## config.mk

```make
export PLATFORM = sky130hd
export DESIGN_NAME = stpc_timer
export DESIGN_NICKNAME = d
export VERILOG_FILES = /design/src/include/stpc_pkg.sv /design/src/stpc_timer.sv
export VERILOG_INCLUDE_DIRS = /design/src /design/src/include
export SDC_FILE = /design/constraint.sdc
export NUM_CORES = 1
export LEC_CHECK = 0
export BUFFER_PORTS_ARGS = -buffer_cell sky130_fd_sc_hd__buf_2
export CAP_MARGIN = 0
export CORE_AREA = 2 2 130 132
export DETAILED_ROUTE_END_ITERATION = 10
export DIE_AREA = 0 0 132 134
export HOLD_SLACK_MARGIN = 0.06
export PLACE_DENSITY = 0.67
export SKIP_LAST_GASP = 1
export SLEW_MARGIN = 20
export SYNTH_ARGS = -nofsm -noshare
export SYNTH_HDL_FRONTEND = slang
export SYNTH_SLANG_ARGS = --single-unit
```

## constraint.sdc

```tcl
create_clock -name CLK_SYS -period 3.1 [get_ports CLK_SYS]
set_clock_uncertainty 0.1 [all_clocks]
set_input_delay 0.31 -clock CLK_SYS [delete_from_list [all_inputs] [get_ports CLK_SYS]]
set_output_delay 0.31 -clock CLK_SYS [all_outputs]
set_load 0.005 [all_outputs]
```

## src/include/stpc_consts.svh

```systemverilog
// Offsets, field positions, reset values and bus answer codes of the pulse/capture timer.
`ifndef STPC_CONSTS_SVH
`define STPC_CONSTS_SVH

// Register byte offsets on the register bus.
`define STPC_OFF_CTRL      8'h00
`define STPC_OFF_PRESCALE  8'h04
`define STPC_OFF_CMPA      8'h08
`define STPC_OFF_CMPP      8'h0C
`define STPC_OFF_COUNT     8'h10
`define STPC_OFF_STATUS    8'h14

// Control register field positions.
`define STPC_CTRL_RUN      0
`define STPC_CTRL_MODE_LO  4
`define STPC_CTRL_MODE_HI  5
`define STPC_CTRL_PIN_LO   6
`define STPC_CTRL_PIN_HI   7
`define STPC_CTRL_INIT     8
`define STPC_CTRL_INV      9
`define STPC_CTRL_CCLR     10
`define STPC_CTRL_DPX      11
`define STPC_CTRL_WIDTH    12

// Status register field positions.
`define STPC_STAT_MATCH_A  0
`define STPC_STAT_MATCH_P  1

// Reset values.
`define STPC_RST_CTRL      12'h000
`define STPC_RST_PRESCALE  16'h0000
`define STPC_RST_CMP       16'h0000

// Bus answer codes.
`define STPC_RESP_OKAY     2'h0
`define STPC_RESP_SLVERR   2'h2

`endif

```

## src/include/stpc_pkg.sv

```systemverilog
// Types shared by the pulse/capture timer design.
package stpc_pkg;

   // Operating mode selection codes.
   typedef enum logic [1:0] {
      STPC_MODE_COMPARE = 2'h0,
      STPC_MODE_CAPTURE = 2'h1,
      STPC_MODE_PULSE   = 2'h2,
      STPC_MODE_TIMER   = 2'h3
   } stpc_mode_t;

   // Control fields as held in the control register.
   typedef struct packed {
      logic       period_duty_swap;
      logic       clear_source_select;
      logic       output_invert;
      logic       output_initial_level;
      logic [1:0] pin_function;
      stpc_mode_t mode_select;
      logic [2:0] spare;
      logic       counter_run_bit;
   } stpc_ctrl_t;

   // Sticky event flags.
   typedef struct packed {
      logic match_p_flag;
      logic match_a_flag;
   } stpc_flags_t;

endpackage : stpc_pkg

```

## src/stpc_timer.sv

```systemverilog
// Standard timer with single-pulse output and capture input modes behind AXI4-Lite.
//
// Functional notes
// Pulse mode needs mode 10 and pin function 11, left unchanged.
// Run rising starts the counter and the pulse leading edge.
// In pulse mode a trigger pin edge sets the run bit.
// Pulse trailing edge follows run falling, by software or match.
// In pulse mode a match A clears the run bit.
// In pulse mode a match A raises the interrupt request.
// In pulse mode only run rising clears the counter.
// Pulse mode ignores compare-P, clear-source and swap.
// Software holds the run bit high for the whole pulse; here the trigger pin can also set it and match A clears it.
// Capture mode is mode 01; run rising starts the counter.
// A selected capture edge copies the counter into compare-A and requests.
// In capture mode the counter runs until run falls.
// In capture mode a match P zeroes the counter and requests.
// In capture mode compare-P of zero gives the full range.
// Pin function 11 in capture mode disables capture only.
// Capture pulses under two timer periods may be missed.
// Match-A flag sets half a timer period after a capture.
// Capture latches under 1.5 timer periods after the edge.
// Capture mode drives no output and ignores output bits.
// Capture mode needs an available timer clock.
// Counter and compare registers are 10 or 16 bits wide.
// Run rising sets the output to the initial level.
// The invert bit inverts the output waveform.
// Capture edge: pin function 00 rising, 01 falling, 10 both.
//
// The AXI4-Lite interface to the registers and the address map are this design's own decisions.
`timescale 1ns/100ps
`include "stpc_consts.svh"

module stpc_timer #(
   parameter int CNT_W = 16
) (
   // Clock and reset.
   input  wire logic        CLK_SYS,
   input  wire logic        SYS_RST,
   // AXI4-Lite write address and data.
   input  wire logic [7:0]  S_AXI_AWADDR,
   input  wire logic        S_AXI_AWVALID,
   output      logic        S_AXI_AWREADY,
   input  wire logic [31:0] S_AXI_WDATA,
   input  wire logic [3:0]  S_AXI_WSTRB,
   input  wire logic        S_AXI_WVALID,
   output      logic        S_AXI_WREADY,
   // AXI4-Lite write response.
   output      logic [1:0]  S_AXI_BRESP,
   output      logic        S_AXI_BVALID,
   input  wire logic        S_AXI_BREADY,
   // AXI4-Lite read.
   input  wire logic [7:0]  S_AXI_ARADDR,
   input  wire logic        S_AXI_ARVALID,
   output      logic        S_AXI_ARREADY,
   output      logic [31:0] S_AXI_RDATA,
   output      logic [1:0]  S_AXI_RRESP,
   output      logic        S_AXI_RVALID,
   input  wire logic        S_AXI_RREADY,
   // Timer pins.
   input  wire logic        EXT_TIMER_CLOCK_PIN,
   input  wire logic        CAPTURE_INPUT_PIN,
   output      logic        TIMER_OUTPUT_PIN,
   output      logic        TIMER_OUTPUT_EN,
   // Interrupt request levels from the sticky match flags.
   output      logic        MATCH_A_REQ,
   output      logic        MATCH_P_REQ
);

   // Only the two documented widths are built.
   initial begin
      if (CNT_W != 10 && CNT_W != 16) begin
         $error("CNT_W must be 10 or 16");
      end
   end

   ////////////////////////////////////////////////////////////////////////////////////////////

   stpc_pkg::stpc_ctrl_t  ctrl_reg;
   stpc_pkg::stpc_flags_t flags_reg;
   logic [15:0]           prescale_reg;
   logic [CNT_W-1:0]      cmpa_reg;
   logic [CNT_W-1:0]      cmpp_reg;
   logic [CNT_W-1:0]      count_reg;
   logic                  run_prev_reg;
   logic [15:0]           div_cnt_reg;
   logic                  phase_reg;
   logic [1:0]            trig_sync_reg;
   logic                  trig_last_reg;
   logic [1:0]            cap_sync_reg;
   logic                  cap_last_reg;
   logic                  cap_pend_reg;
   logic                  cap_flag_pend_reg;
   logic                  out_level_reg;
   logic                  aw_full_reg;
   logic [7:0]            aw_addr_reg;
   logic                  w_full_reg;
   logic [31:0]           w_data_reg;
   logic [3:0]            w_strb_reg;
   logic                  bvalid_reg;
   logic [1:0]            bresp_reg;
   logic                  rvalid_reg;
   logic [31:0]           rdata_reg;
   logic [1:0]            rresp_reg;

   logic                  pulse_mode;
   logic                  cap_mode;
   logic                  run_rise;
   logic                  tick_rise;
   logic                  tick_fall;
   logic                  trig_edge;
   logic                  cap_edge;
   logic                  match_a;
   logic                  match_p;
   logic                  cap_take;
   logic                  wr_do;
   logic                  wr_ctrl;
   logic                  wr_stat;
   logic [31:0]           ctrl_word;
   logic [31:0]           wr_merged;
   stpc_pkg::stpc_flags_t flag_set;
   stpc_pkg::stpc_flags_t flag_clr;

   // Merges the written bytes over the present register word.
   function automatic logic [31:0] stpc_merge(input logic [31:0] old_word,
                                              input logic [31:0] new_word,
                                              input logic [3:0]  strb);
      logic [31:0] res;
      res = old_word;
      for (int i = 0; i < 4; i++) begin
         if (strb[i]) begin
            res[i*8 +: 8] = new_word[i*8 +: 8];
         end
      end
      return res;
   endfunction : stpc_merge

   ////////////////////////////////////////////////////////////////////////////////////////////

   // Mode decode; pulse mode also needs pin function 11, as software must program it.
   assign pulse_mode = (ctrl_reg.mode_select == stpc_pkg::STPC_MODE_PULSE)
                       && (ctrl_reg.pin_function == 2'h3);
   assign cap_mode   = (ctrl_reg.mode_select == stpc_pkg::STPC_MODE_CAPTURE);
   assign run_rise   = ctrl_reg.counter_run_bit && !run_prev_reg;
   assign ctrl_word  = {{(32 - `STPC_CTRL_WIDTH){1'b0}}, ctrl_reg};

   // Timer clock: a half period is PRESCALE+1 sys clocks, so the half-period points exist.
   assign tick_rise  = (div_cnt_reg == prescale_reg) && !phase_reg;
   assign tick_fall  = (div_cnt_reg == prescale_reg) && phase_reg;

   always_ff @(posedge CLK_SYS) begin
      if (SYS_RST) begin
         div_cnt_reg <= 16'h0000;
         phase_reg   <= 1'b0;
      end else if (div_cnt_reg == prescale_reg) begin
         div_cnt_reg <= 16'h0000;
         phase_reg   <= !phase_reg;
      end else begin
         div_cnt_reg <= div_cnt_reg + 16'h0001;
      end
   end

   ////////////////////////////////////////////////////////////////////////////////////////////

   // Pin synchronisers; only the second stage feeds the edge detectors.
   always_ff @(posedge CLK_SYS) begin
      if (SYS_RST) begin
         trig_sync_reg <= 2'h0;
         trig_last_reg <= 1'b0;
         cap_sync_reg  <= 2'h0;
         cap_last_reg  <= 1'b0;
      end else begin
         trig_sync_reg <= {trig_sync_reg[0], EXT_TIMER_CLOCK_PIN};
         trig_last_reg <= trig_sync_reg[1];
         cap_sync_reg  <= {cap_sync_reg[0], CAPTURE_INPUT_PIN};
         cap_last_reg  <= cap_sync_reg[1];
      end
   end

   // Trigger pin active edge is its rising edge.
   assign trig_edge = trig_sync_reg[1] && !trig_last_reg;

   // Capture edge selection; code 11 never captures.
   always_comb begin
      unique case (ctrl_reg.pin_function)
         2'h0:    cap_edge = cap_sync_reg[1] && !cap_last_reg;
         2'h1:    cap_edge = !cap_sync_reg[1] && cap_last_reg;
         2'h2:    cap_edge = cap_sync_reg[1] != cap_last_reg;
         default: cap_edge = 1'b0;
      endcase
   end

   ////////////////////////////////////////////////////////////////////////////////////////////

   // Comparators are evaluated on the timer clock's rising point only.
   assign match_a  = tick_rise && pulse_mode && ctrl_reg.counter_run_bit
                     && (count_reg == cmpa_reg);
   assign match_p  = tick_rise && cap_mode && ctrl_reg.counter_run_bit
                     && (((cmpp_reg != '0) && (count_reg == cmpp_reg))
                         || ((cmpp_reg == '0) && (count_reg == '1)));
   // An edge waits at most one timer period for the next rising point, plus two sync clocks.
   assign cap_take = tick_rise && cap_mode && (cap_pend_reg || cap_edge);

   // Counter: cleared on run rising, advanced on timer ticks while running.
   always_ff @(posedge CLK_SYS) begin
      if (SYS_RST) begin
         count_reg <= '0;
      end else if (run_rise && (pulse_mode || cap_mode)) begin
         count_reg <= '0;
      end else if (match_p) begin
         count_reg <= '0;
      end else if (tick_rise && ctrl_reg.counter_run_bit && !match_a
                   && (pulse_mode || cap_mode)) begin
         count_reg <= count_reg + 1'b1;
      end
   end

   // Run edge memory for the rising-edge detector.
   always_ff @(posedge CLK_SYS) begin
      if (SYS_RST) begin
         run_prev_reg <= 1'b0;
      end else begin
         run_prev_reg <= ctrl_reg.counter_run_bit;
      end
   end

   // Edges seen between timer ticks are held so short pulses are still caught if possible.
   always_ff @(posedge CLK_SYS) begin
      if (SYS_RST) begin
         cap_pend_reg <= 1'b0;
      end else if (!cap_mode || cap_take) begin
         cap_pend_reg <= 1'b0;
      end else if (cap_edge) begin
         cap_pend_reg <= 1'b1;
      end
   end

   // Flag for a capture follows the latch by half a timer period.
   always_ff @(posedge CLK_SYS) begin
      if (SYS_RST) begin
         cap_flag_pend_reg <= 1'b0;
      end else if (cap_take) begin
         cap_flag_pend_reg <= 1'b1;
      end else if (tick_fall) begin
         cap_flag_pend_reg <= 1'b0;
      end
   end

   ////////////////////////////////////////////////////////////////////////////////////////////

   // Output level: initial level at run rising, inactive level once run falls.
   always_ff @(posedge CLK_SYS) begin
      if (SYS_RST) begin
         out_level_reg <= 1'b0;
      end else if (run_rise) begin
         out_level_reg <= ctrl_reg.output_initial_level;
      end else if (!ctrl_reg.counter_run_bit) begin
         out_level_reg <= !ctrl_reg.output_initial_level;
      end
   end

   // Only pulse mode drives the pin; capture mode has no output function.
   assign TIMER_OUTPUT_PIN = pulse_mode && (out_level_reg ^ ctrl_reg.output_invert);
   assign TIMER_OUTPUT_EN  = pulse_mode;

   ////////////////////////////////////////////////////////////////////////////////////////////

   // Write handshake: address and data are taken in either order, then one response.
   assign wr_do   = aw_full_reg && w_full_reg && !bvalid_reg;
   assign wr_ctrl = wr_do && (aw_addr_reg == `STPC_OFF_CTRL);
   assign wr_stat = wr_do && (aw_addr_reg == `STPC_OFF_STATUS);
   assign S_AXI_AWREADY = !aw_full_reg;
   assign S_AXI_WREADY  = !w_full_reg;
   assign S_AXI_BVALID  = bvalid_reg;
   assign S_AXI_BRESP   = bresp_reg;

   always_ff @(posedge CLK_SYS) begin
      if (SYS_RST) begin
         aw_full_reg <= 1'b0;
         aw_addr_reg <= 8'h00;
      end else if (S_AXI_AWVALID && !aw_full_reg) begin
         aw_full_reg <= 1'b1;
         aw_addr_reg <= S_AXI_AWADDR;
      end else if (wr_do) begin
         aw_full_reg <= 1'b0;
      end
   end

   always_ff @(posedge CLK_SYS) begin
      if (SYS_RST) begin
         w_full_reg <= 1'b0;
         w_data_reg <= 32'h00000000;
         w_strb_reg <= 4'h0;
      end else if (S_AXI_WVALID && !w_full_reg) begin
         w_full_reg <= 1'b1;
         w_data_reg <= S_AXI_WDATA;
         w_strb_reg <= S_AXI_WSTRB;
      end else if (wr_do) begin
         w_full_reg <= 1'b0;
      end
   end

   // Response: unmapped or read-only offsets answer SLVERR and change nothing.
   always_ff @(posedge CLK_SYS) begin
      if (SYS_RST) begin
         bvalid_reg <= 1'b0;
         bresp_reg  <= `STPC_RESP_OKAY;
      end else if (wr_do) begin
         bvalid_reg <= 1'b1;
         unique case (aw_addr_reg)
            `STPC_OFF_CTRL, `STPC_OFF_PRESCALE, `STPC_OFF_CMPA,
            `STPC_OFF_CMPP, `STPC_OFF_STATUS: bresp_reg <= `STPC_RESP_OKAY;
            default:                          bresp_reg <= `STPC_RESP_SLVERR;
         endcase
      end else if (S_AXI_BREADY) begin
         bvalid_reg <= 1'b0;
      end
   end

   always_comb begin
      unique case (aw_addr_reg)
         `STPC_OFF_CTRL:     wr_merged = stpc_merge(ctrl_word, w_data_reg, w_strb_reg);
         `STPC_OFF_PRESCALE: wr_merged = stpc_merge({16'h0000, prescale_reg},
                                                    w_data_reg, w_strb_reg);
         `STPC_OFF_CMPA:     wr_merged = stpc_merge(32'(cmpa_reg), w_data_reg, w_strb_reg);
         `STPC_OFF_CMPP:     wr_merged = stpc_merge(32'(cmpp_reg), w_data_reg, w_strb_reg);
         default:            wr_merged = w_data_reg & {28'h0000000, {4{w_strb_reg[0]}}};
      endcase
   end

   ////////////////////////////////////////////////////////////////////////////////////////////

   // Control: software writes, the trigger pin sets run, a match A clears it.
   always_ff @(posedge CLK_SYS) begin
      if (SYS_RST) begin
         ctrl_reg <= stpc_pkg::stpc_ctrl_t'(`STPC_RST_CTRL);
      end else begin
         if (wr_ctrl) begin
            ctrl_reg <= stpc_pkg::stpc_ctrl_t'(wr_merged[`STPC_CTRL_WIDTH-1:0]);
         end
         if (pulse_mode && trig_edge) begin
            ctrl_reg.counter_run_bit <= 1'b1;
         end
         if (match_a) begin
            ctrl_reg.counter_run_bit <= 1'b0;
         end
      end
   end

   // Prescale and compare-P are plain software registers.
   always_ff @(posedge CLK_SYS) begin
      if (SYS_RST) begin
         prescale_reg <= `STPC_RST_PRESCALE;
         cmpp_reg     <= CNT_W'(`STPC_RST_CMP);
      end else if (wr_do) begin
         if (aw_addr_reg == `STPC_OFF_PRESCALE) begin
            prescale_reg <= wr_merged[15:0];
         end
         if (aw_addr_reg == `STPC_OFF_CMPP) begin
            cmpp_reg <= wr_merged[CNT_W-1:0];
         end
      end
   end

   // Compare-A: a capture overrides a software write in the same cycle.
   always_ff @(posedge CLK_SYS) begin
      if (SYS_RST) begin
         cmpa_reg <= CNT_W'(`STPC_RST_CMP);
      end else if (cap_take) begin
         cmpa_reg <= count_reg;
      end else if (wr_do && (aw_addr_reg == `STPC_OFF_CMPA)) begin
         cmpa_reg <= wr_merged[CNT_W-1:0];
      end
   end

   // Sticky flags, write one to clear; a set in the clearing cycle wins.
   assign flag_set.match_a_flag = match_a || (cap_flag_pend_reg && tick_fall);
   assign flag_set.match_p_flag = match_p;
   assign flag_clr = wr_stat ? stpc_pkg::stpc_flags_t'(wr_merged[1:0])
                             : stpc_pkg::stpc_flags_t'(2'h0);

   always_ff @(posedge CLK_SYS) begin
      if (SYS_RST) begin
         flags_reg <= stpc_pkg::stpc_flags_t'(2'h0);
      end else begin
         flags_reg <= (flags_reg & ~flag_clr) | flag_set;
      end
   end

   assign MATCH_A_REQ = flags_reg.match_a_flag;
   assign MATCH_P_REQ = flags_reg.match_p_flag;

   ////////////////////////////////////////////////////////////////////////////////////////////

   // Read channel: one cycle from address to data, held until taken.
   assign S_AXI_ARREADY = !rvalid_reg;
   assign S_AXI_RVALID  = rvalid_reg;
   assign S_AXI_RDATA   = rdata_reg;
   assign S_AXI_RRESP   = rresp_reg;

   always_ff @(posedge CLK_SYS) begin
      if (SYS_RST) begin
         rvalid_reg <= 1'b0;
         rdata_reg  <= 32'h00000000;
         rresp_reg  <= `STPC_RESP_OKAY;
      end else if (S_AXI_ARVALID && !rvalid_reg) begin
         rvalid_reg <= 1'b1;
         rresp_reg  <= `STPC_RESP_OKAY;
         unique case (S_AXI_ARADDR)
            `STPC_OFF_CTRL:     rdata_reg <= ctrl_word;
            `STPC_OFF_PRESCALE: rdata_reg <= {16'h0000, prescale_reg};
            `STPC_OFF_CMPA:     rdata_reg <= 32'(cmpa_reg);
            `STPC_OFF_CMPP:     rdata_reg <= 32'(cmpp_reg);
            `STPC_OFF_COUNT:    rdata_reg <= 32'(count_reg);
            `STPC_OFF_STATUS:   rdata_reg <= {30'h00000000, flags_reg};
            default: begin
               rdata_reg <= 32'h00000000;
               rresp_reg <= `STPC_RESP_SLVERR;
            end
         endcase
      end else if (S_AXI_RREADY) begin
         rvalid_reg <= 1'b0;
      end
   end

endmodule : stpc_timer

```

---- Word-level counts from Yosys, hierarchy flattened ----
Cells that the tools add are included.
operators by class
  add/subtract/negate cells ............... 2
  multiply operators ...................... 0
  divide/modulo/power cells ............... 0
  magnitude comparators ................... 0
  eq/ne operators ......................... 20
  shift-type cells ........................ 0
  muxes and demuxes ....................... 29
  bitwise operators ....................... 5
  reduce and logical (&&, ||, !) cells .... 68
operators with widths
  operator                                                         number
  16-bit one-hot mux with 6 select lines                           1
  8-bit two-way mux                                                8
  16-bit one-hot mux with 4 select lines                           1
  16-bit == test                                                   3
  16-bit by 1-bit adder with 16-bit output, second input constant  2
  8-bit by 4-bit == test with 1-bit output, second input constant  4
  16-bit two-way mux                                               2
  1-bit logical AND                                                31
  8-bit by 5-bit == test with 1-bit output, second input constant  3
  16-bit by 4-bit AND with 16-bit output                           1
  16-bit == test, second input constant                            1
  8-bit by 3-bit == test with 1-bit output, second input constant  2
  16-bit logical NOT                                               1
  8-bit logical NOT                                                2
  16-bit nonzero test                                              1
  2-bit nonzero test                                               7
  1-bit two-way mux                                                13
  1-bit logical NOT                                                12
  2-bit == test, second input constant                             3
  2-bit two-way mux                                                3
  2-bit OR reduction                                               3
  6-bit OR reduction                                               1
  1-bit logical OR                                                 5
  5-bit OR reduction                                               1
  other kinds (11)                                                 13
word-level totals
  bits in registers ....................... 173
  latch bits .............................. 0
  memory bits (writable) .................. 0
  ROM bits ................................ 0
  input port bits ......................... 61
  output and inout bits ................... 45
  logic and storage cells ................. 158
  memories ................................ 0

---- Logic depth before layout (Yosys ltp) ----
Gate-level depths: netlist of the first run.
  depth after elaboration ................. 8
  mapped depth ............................ 9
  depth with buffers taken out ............ 8

---- Worst setup path after synthesis of the first run ----
No wires, ideal clock.
  path type ............................... register -> register
  from .................................... register count_reg[7]
  to ...................................... register count_reg[1]
  data arrival time ....................... 2.056 ns
  slack ................................... 0.826 ns
  stages on the path, launching flop included .. 9
  buffers on the path ..................... 2
  clock period less this slack ............ 2.274 ns
  path through ............................ dfxtp_1 > clkbuf_1 > xnor2_1 > nand4_1 > or4_1 > o2111ai_2 > buf_2 > mux2i_1 > nor2_1
on the way
  longest elaborated chain between the ends .. 5
  elaborated cells on any way between the ends .. 12
  those cells by class .................... eq/ne: 3; reduce/logical: 9
RTL lines
  item                                                               line                                                     RTL
  start: declaration                                                 stpc_timer.sv:83                                         logic [CNT_W-1:0] count_reg;
  start signal: assignment                                           stpc_timer.sv:213                                        count_reg <= count_reg + 1'b1;
  16-bit == test (on tied branches)                                  stpc_timer.sv:198, stpc_timer.sv:196, stpc_timer.sv:199
  1-bit logical AND (on tied branches)                               stpc_timer.sv:198, stpc_timer.sv:196, stpc_timer.sv:199
  1-bit logical OR or 1-bit logical NOT (tied branches)              stpc_timer.sv:199, stpc_timer.sv:211
  1-bit logical AND (on tied branches)                               stpc_timer.sv:198, stpc_timer.sv:211
  3-bit OR reduction (no line) or 1-bit logical AND (tied branches)  n/a
Several ways; a longest one is shown, not always the timed one.
A chain may end at the register's enable or synchronous reset.

---- Worst setup path in the final report of the first run ----
  from .................................... register prescale_reg[0]
  to ...................................... register count_reg[10]
on the way
  longest elaborated chain between the ends .. 8
  elaborated cells on any way between the ends .. 13
  those cells by class .................... eq/ne: 1; reduce/logical: 12
RTL lines
  item                            line               RTL
  start: declaration              stpc_timer.sv:80   logic [15:0] prescale_reg;
  start signal: assignment        stpc_timer.sv:352  prescale_reg <= `STPC_RST_PRESCALE;
  start signal: assignment        stpc_timer.sv:356  prescale_reg <= wr_merged[15:0];
  16-bit == test *                stpc_timer.sv:147  assign tick_rise = (div_cnt_reg == prescale_reg) && !phase_reg;
  1-bit logical AND *             stpc_timer.sv:147
  1-bit logical AND (2 in a row)  stpc_timer.sv:195  assign match_a = tick_rise && pulse_mode && ctrl_reg.counter_run_bit
  1-bit logical AND               stpc_timer.sv:196  && (count_reg == cmpa_reg);
  1-bit logical NOT               stpc_timer.sv:211  end else if (tick_rise && ctrl_reg.counter_run_bit && !match_a
  1-bit logical AND               stpc_timer.sv:211
  1-bit logical AND               stpc_timer.sv:212  && (pulse_mode || cap_mode)) begin
Every way passes the cells marked *; elsewhere a longest branch is shown, timed or not.

==> summary.log, run 1 <==
[outcome] result of the run complete, no violations
[placement] number of buffer cells added on primary ports 69
[cts] number of clock buffers inserted by TritonCTS 17
[setup_path] chain of cells forming the critical path xnor2_1 -> nand4_1 -> nor4_2 -> buf_4 -> o2111ai_2 -> or4_1 -> a21oi_1
[cts] Num Clock Sinks 153
[yosys] number of synthesis warnings 0
[yosys] sequential cell area fraction in the yosys report 0.3828
[yosys] top area cells in the synthesized netlist sky130_fd_sc_hd__dfxtp_1, sky130_fd_sc_hd__nand2_1, sky130_fd_sc_hd__xnor2_1
[placement] placed cell count 1214
[global_routing] antenna violations before repair 0
[floorplan] number of rows in the core area 47
[power] Final Power 4.614 mW
[final_layout] layout overhead on the synthesized area 18.41%
[setup_path] Critical path buffers and inverters 1
[final_layout] Final Net Count 1111
[min_path] type of the tightest min-delay check in2reg
[detailed_routing] DR vias/cell 5.808
[yosys] combined area of all synthesized cells 0.008001 mm²
[yosys] count of flip-flops with a built-in enable after synthesis 0
[yosys] Cells after Synth 963
[placement] Setup WS pre-CTS 0.4803 ns
[yosys] top cell type's share of synthesized area 0.3828
[global_routing] total overflow reported by the global router 0
[detailed_routing] Avg WL per Cell 18.35 µm
[setup_path] Max stage delay cell, worst path sky130_fd_sc_hd__or4_1
[setup_path] category of the critical setup timing path reg2reg
[cts] maximum level of the CTS H-tree 4
[yosys] fraction of registers with async set or reset after synthesis 0
[global_routing] largest net degree at the start of global routing 80
[final_layout] number of non-filler instances in the completed layout 1279
[timing] relative max-transition margin 0.4051
[detailed_routing] final routed wirelength across all metal layers 23480 µm
[yosys] unique cell type count in the Yosys netlist 61
[global_routing] number of global-route vias before repair 6620
[final_layout] Diodes inserted 0
[detailed_routing] DRT iter0 DRCs 771
[floorplan] horizontal extent of the die 132 µm
[setup_path] Crit path max-delay family simple AND/OR/NAND/NOR gates
[timing] Final Setup Violations 0
[timing] final worst-path cycle share 0.8656
[setup_path] R2R setup slack 0.42 ns
[setup_path] Crit path largest cell delay 0.63 ns
[detailed_routing] DRC Markers 0
[global_routing] global-route wire length before repair 36510 µm
[floorplan] total I/O pin count 106
[timing] Fmax 372.6 MHz
[cts] clock slew at reported path FFs 0.06 ns
[floorplan] total die area 0.01769 mm²
[cts] CTS tree built
[power] worst ir drop on vdd 0.0004057 V
[floorplan] Die Y 134 µm
[final_layout] fraction of final layout cells with drive strength greater than 1 0.1719
[power] Leakage 3.408 nW
[setup_path] element type at the critical path end flip-flop
[setup_path] required arrival time at the worst endpoint 3.36 ns
[timing] setup repair after global routing missed its margin false
[timing] clock period minus worst slack 2.684 ns
[detailed_routing] number of vias after detailed routing 7429
[yosys] flip-flop and latch count after synthesis 153
[timing] summed negative setup slack over all endpoints 0 ns
[timing] worst setup margin 0.4165 ns
[yosys] leading register cell type out of synthesis sky130_fd_sc_hd__dfxtp_1
[timing] endpoints failing hold 0
[setup_path] Critical Path Source Type flip-flop
[floorplan] initial standard-cell utilization of the core 0.4912
[timing] number of slew-limit violations in the final report 0
[placement] HPWL after DPL 16560 µm
[detailed_routing] number of nets with antenna violations after detailed routing 0
[global_routing] overall fraction of global-route tracks in use 0.2653
[setup_path] critical path data arrival time 2.95 ns
[placement] last weighted congestion value of the routability-driven placer 0.9529
[cts] insertion delay to the later sink of the worst-skew pair 0.43 ns
[cts] count of cells resized by post-cts repair 0
[timing] Worst Tran Pin Value 0.8905 ns
[cts] buffer cell driving the clock tree root sky130_fd_sc_hd__clkbuf_16
[power] power per cell area 487.0 mW/mm²
[final_layout] Non-Filler Cell Area, Final 0.009474 mm²
[cts] deepest clock path buffer count 2
[yosys] syn avg cell area 8.309 µm²
[flow_run] Maximum Capacitance Violations 0
[placement] instance area at placement 0.008514 mm²
[floorplan] core region area 0.01629 mm²
[setup_path] Worst Path Max Fanout 16
[detailed_routing] DR pass1 iterations 9
[yosys] dominant cell type by area after synthesis sky130_fd_sc_hd__dfxtp_1
logic make-up (layout without fill, tap and decap cells):
| family | after synthesis | in the layout | synth area share |
|---|---|---|---|
| and+or+nand+nor | 393 | 393 | 0.2327 |
| adders and majority gates | 4 | 4 | 0.006255 |
| buffers and inverters | 102 | 181 | 0.06192 |
| DFF | 153 | 153 | 0.3828 |
| AOI/OAI and AO/OA | 194 | 194 | 0.1537 |
| muxes | 53 | 53 | 0.09320 |
| xor gates and xnor gates | 63 | 63 | 0.06896 |
| other | 1 | 18 | 0.0004687 |
layout by cell type (no fill, tap or decap), types with 17 or more instances in the layout:
cell                            count
sky130_fd_sc_hd__a21oi_1           78
sky130_fd_sc_hd__nand2_1          163
sky130_fd_sc_hd__dfxtp_1          153
sky130_fd_sc_hd__nor2b_1           17
sky130_fd_sc_hd__conb_1            18
sky130_fd_sc_hd__nor2_1            80
sky130_fd_sc_hd__buf_4             38
sky130_fd_sc_hd__xnor2_1           54
sky130_fd_sc_hd__buf_2             68
sky130_fd_sc_hd__dlygate4sd3_1     33
sky130_fd_sc_hd__nor3_1            22
sky130_fd_sc_hd__clkbuf_16         17
sky130_fd_sc_hd__mux2i_1           25
sky130_fd_sc_hd__nand4_1           19
sky130_fd_sc_hd__o21ai_0           33
worst register-to-register path, delay by kind of cell, from the launching register on:
kind	cells	cell delay [ns]
flip-flops	1	0.58
AND/OR/NAND/NOR	3	0.97
buffers and inverters	1	0.24
AO/OA/AOI/OAI	2	0.57
XOR/XNOR	1	0.17
cell usage after synthesis (18+ instances only):
| cell type | instances |
|---|---|
| sky130_fd_sc_hd__a21oi_1 | 78 |
| sky130_fd_sc_hd__buf_4 | 19 |
| sky130_fd_sc_hd__clkbuf_1 | 50 |
| sky130_fd_sc_hd__dfxtp_1 | 153 |
| sky130_fd_sc_hd__mux2i_1 | 25 |
| sky130_fd_sc_hd__nand2_1 | 163 |
| sky130_fd_sc_hd__nand4_1 | 19 |
| sky130_fd_sc_hd__nor2_1 | 80 |
| sky130_fd_sc_hd__nor2b_1 | 18 |
| sky130_fd_sc_hd__nor3_1 | 22 |
| sky130_fd_sc_hd__o21ai_0 | 33 |
| sky130_fd_sc_hd__xnor2_1 | 54 |
report_power, final:
part	internal, mW	switching (mW)
clock network	1.35	0.870
registers	2.00	0.0442
logic	0.145	0.198
path summary, 6_finish.rpt:
kind                                              startpoint                           to  cells after the start
worst min-delay path                           S_AXI_ARVALID  S_AXI_RRESP[1]$_SDFFE_PP0P_                      4
worst min register to register    cap_sync_reg[0]$_SDFF_PP0_   cap_sync_reg[1]$_SDFF_PP0_                      1
worst max register to register  prescale_reg[0]$_SDFFE_PP0P_   count_reg[10]$_SDFFE_PP0P_                      7
worst max-delay path            prescale_reg[0]$_SDFFE_PP0P_   count_reg[10]$_SDFFE_PP0P_                      7
area by class of cell:
type / count / area (µm²)
Fill cell: 1519 / 6815
Clock buffer: 18 / 429.2
Multi-Input combinational cell: 725 / 4516
Timing Repair Buffer: 139 / 955.9
Clock inverter: 14 / 197.7
Inverter: 10 / 37.54
Tap cell: 220 / 275.3
Sequential cell: 153 / 3063
routing by layer:
metal	up-vias	wire, µm	track usage
li1	3522	-	-
met1	3494	10240	0.3640
met2	355	10370	0.3929
met3	58	2007	0.06463
met4	0	856	0.1268
met5	-	0	0
per-stage QoR:
stage / hold slack (ns) / util
2_1_floorplan: 0.3090 / -
3_3_place_gp: 0.3177 / 0.5227
3_5_place_dp: 0.3304 / 0.5227
4_1_cts: 0.2452 / 0.5815
5_1_grt: 0.2808 / 0.5816
6_report: 0.2535 / 0.5816
what timing repair did:
| action | 4_1_cts | 5_1_grt |
|---|---|---|
| hold endpoints to repair | 32 | 0 |
| buffers inserted | 0 | 0 |
| hold buffers | 33 | 0 |
(Power assumes the default switching activity.)
==> run 2, diff against run 1 <==
Settings changed: BUFFER_PORTS_ARGS -buffer_cell sky130_fd_sc_hd__buf_2 to -buffer_cell sky130_fd_sc_hd__clkbuf_2.
==> summary.log, run 2 (synthesis gave the netlist of run 1 again) <==
[floorplan] core region area 0.01629 mm² [unchanged]
[final_layout] highest-count cells in the layout ignoring fill and taps sky130_fd_sc_hd__nand2_1, sky130_fd_sc_hd__dfxtp_1, sky130_fd_sc_hd__nor2_1, sky130_fd_sc_hd__a21oi_1, sky130_fd_sc_hd__clkbuf_2 [was sky130_fd_sc_hd__nand2_1, sky130_fd_sc_hd__dfxtp_1, sky130_fd_sc_hd__nor2_1, sky130_fd_sc_hd__a21oi_1, sky130_fd_sc_hd__buf_2]
[timing] number of slew-limit violations in the final report 0 [unchanged]
[min_path] critical hold path startpoint S_AXI_ARVALID [unchanged]
[cts] CTS tree built [unchanged]
[detailed_routing] DR WL met3 2262 µm [was 2007 µm]
[power] sequential cell fraction of total power 0.421 [was 0.444]
[power] Final Power 4.867 mW [was 4.614 mW]
[placement] last weighted congestion value of the routability-driven placer 0.9281 [was 0.9529]
[cts] insertion delay to the later sink of the worst-skew pair 0.43 ns [about the same]
[cts] number of buffers added for setup after CTS 0 [unchanged]
[timing] clock period minus worst slack 2.512 ns [was 2.684 ns]
[power] sw frac 0.2303 [was 0.2411]
[floorplan] horizontal extent of the die 132 µm [unchanged]
[setup_path] required arrival time at the worst endpoint 3.36 ns [about the same]
[power] clock network fraction of design power 0.508 [was 0.482]
[final_layout] fraction of final layout cells with drive strength greater than 1 0.1728 [was 0.1719]
[setup_path] Max stage delay cell, worst path sky130_fd_sc_hd__dfxtp_1 [was sky130_fd_sc_hd__or4_1]
[timing] relative max-transition margin 0.3983 [was 0.4051]
[cts] number of clock buffers inserted by TritonCTS 17 [unchanged]
[power] power per cell area 510.0 mW/mm² [was 487.0 mW/mm²]
[final_layout] fill cell total of the finished layout 1484 [was 1519]
[flow_run] Maximum Capacitance Violations 0 [unchanged]
[floorplan] total I/O pin count 106 [unchanged]
[detailed_routing] met1 wire length 10310 µm [was 10240 µm]
[timing] final worst-path cycle share 0.8102 [was 0.8656]
[floorplan] initial standard-cell utilization of the core 0.4912 [unchanged]
[detailed_routing] DR vias/cell 5.810 [was 5.808]
[detailed_routing] DRT iter0 DRCs 682 [was 771]
[setup_path] critical path launch point prescale_reg[0]$_SDFFE_PP0P_ [unchanged]
[global_routing] overall fraction of global-route tracks in use 0.2687 [was 0.2653]
[cts] maximum level of the CTS H-tree 4 [unchanged]
[timing] worst hold slack after final layout 0.2600 ns [was 0.2535 ns]
[timing] endpoints failing hold 0 [unchanged]
[cts] deepest clock path buffer count 2 [unchanged]
[detailed_routing] max layer used met4 [unchanged]
[setup_path] element type at the critical path end flip-flop [unchanged]
[global_routing] antenna violations before repair 0 [unchanged]
[power] Comb pwr share 0.072 [was 0.074]
[power] switching component of the power 1.121 mW [was 1.112 mW]
[timing] Final Setup Violations 0 [unchanged]
[cts] count of cells resized by post-cts repair 0 [unchanged]
[detailed_routing] number of nets with antenna violations after detailed routing 0 [unchanged]
[global_routing] total overflow reported by the global router 0 [unchanged]
[placement] number of buffer cells added on primary ports 69 [unchanged]
[detailed_routing] final routed wirelength across all metal layers 23530 µm [was 23480 µm]
[setup_path] critical path data arrival time 2.77 ns [was 2.95 ns]
[setup_path] Crit path largest cell delay 0.57 ns [was 0.63 ns]
[detailed_routing] Avg WL per Cell 18.39 µm [was 18.35 µm]
[outcome] result of the run complete, no violations [unchanged]
[detailed_routing] number of vias after detailed routing 7431 [was 7429]
[setup_path] Worst Path Max Fanout 16 [unchanged]
[timing] summed negative setup slack over all endpoints 0 ns [unchanged]
[power] Leakage 3.433 nW [was 3.408 nW]
[timing] setup repair after global routing missed its margin false [unchanged]
[final_layout] Final Net Count 1111 [unchanged]
[global_routing] number of global-route vias before repair 6768 [was 6620]
[power] cell-internal power 3.747 mW [was 3.502 mW]
[global_routing] global-route wire length before repair 37230 µm [was 36510 µm]
[power] worst ir drop on vdd 0.0004551 V [was 0.0004057 V]
[final_layout] Diodes inserted 0 [unchanged]
[detailed_routing] DRC Markers 0 [unchanged]
[setup_path] category of the critical setup timing path reg2reg [unchanged]
[min_path] type of the tightest min-delay check in2reg [unchanged]
[setup_path] chain of cells forming the critical path xnor2_1 -> nand4_1 -> nor4_2 -> buf_4 -> o2111ai_2 -> buf_4 -> or4_1 -> a21oi_1 [was xnor2_1 -> nand4_1 -> nor4_2 -> buf_4 -> o2111ai_2 -> or4_1 -> a21oi_1]
[setup_path] Critical Path Source Type flip-flop [unchanged]
[detailed_routing] DR pass1 iterations 5 [was 9]
[floorplan] number of rows in the core area 47 [unchanged]
[cts] clock slew at reported path FFs 0.07 ns [was 0.06 ns]
[setup_path] beginning of the worst register-to-register path prescale_reg[0]$_SDFFE_PP0P_ [unchanged]
[floorplan] total die area 0.01769 mm² [unchanged]
[detailed_routing] length of routed met2 wiring 10350 µm [was 10370 µm]
[placement] HPWL after DPL 16520 µm [was 16560 µm]
[global_routing] largest net degree at the start of global routing 64 [was 80]
[timing] Fmax 398.2 MHz [was 372.6 MHz]
[setup_path] cell mode on critical path sky130_fd_sc_hd__buf_4
[timing] Worst Tran Pin Value 0.9008 ns [was 0.8905 ns]
[cts] Num Clock Sinks 153 [unchanged]
[cts] total of hold buffers inserted after clock tree synthesis 33 [unchanged]
[floorplan] Die Y 134 µm [unchanged]
[final_layout] leading cell type in the layout, fill and taps excluded sky130_fd_sc_hd__nand2_1 [unchanged]
[final_layout] layout overhead on the synthesized area 19.28% [was 18.41%]
[cts] buffer cell driving the clock tree root sky130_fd_sc_hd__clkbuf_16 [unchanged]
[run 2: critical path: cells and delay by family (launching register included)]
family,cells,cell delay [ns]
flip-flops,1,0.57
AND/OR/NAND/NOR,3,0.84
XOR/XNOR,1,0.18
AO/OA/AOI/OAI,2,0.29
buffers and inverters,2,0.45
[run 2: layer usage]
layer	global-route usage	vias up
li1	-	3533
met1	0.3770	3477
met2	0.4065	369
met3	0.05329	52
met4	0.1081	0
met5	0	-
[run 2: final timing paths]
path                                               endpoint  slack, ns  depth (start not counted)
worst max-delay path             count_reg[10]$_SDFFE_PP0P_       0.59                          8
worst min-delay path            S_AXI_RRESP[1]$_SDFFE_PP0P_       0.26                          4
worst max register to register   count_reg[10]$_SDFFE_PP0P_       0.59                          8
worst min register to register   cap_sync_reg[1]$_SDFF_PP0_       0.33                          1
[run 2: cell type report]
type	instances	area (µm²)	area share
flip-flops and latches	153	3063	0.3209
well taps	220	275.3	0.02884
repair buffers	139	955.9	0.1002
inverters	10	37.54	0.003933
multi-input cells	725	4516	0.4731
clock inverters	15	271.5	0.02845
clock buffers	17	425.4	0.04457
[run 2: power by group through the flow]
stage	logic [mW]	clock network, mW	registers (mW)
after floorplan	0.247	0	2.07
after global placement	0.307	0	2.09
after detailed placement	0.309	0	2.09
after CTS	0.344	2.50	2.05
after global routing	0.378	2.59	2.05
final	0.349	2.47	2.05
[run 2: metrics by stage]
| stage | utilization | area (µm²) | setup slack (ns) | cells |
|---|---|---|---|---|
| floorplan | - | 8065 | 0.8263 | 980 |
| global placement | 0.5227 | 8514 | 0.6561 | 1214 |
| detailed placement | 0.5227 | 8514 | 0.6321 | 1214 |
| CTS | 0.5858 | 9542 | 0.6030 | 1279 |
| global route | 0.5859 | 9544 | 0.4065 | 1279 |
| finish | 0.5859 | 9544 | 0.5884 | 1279 |
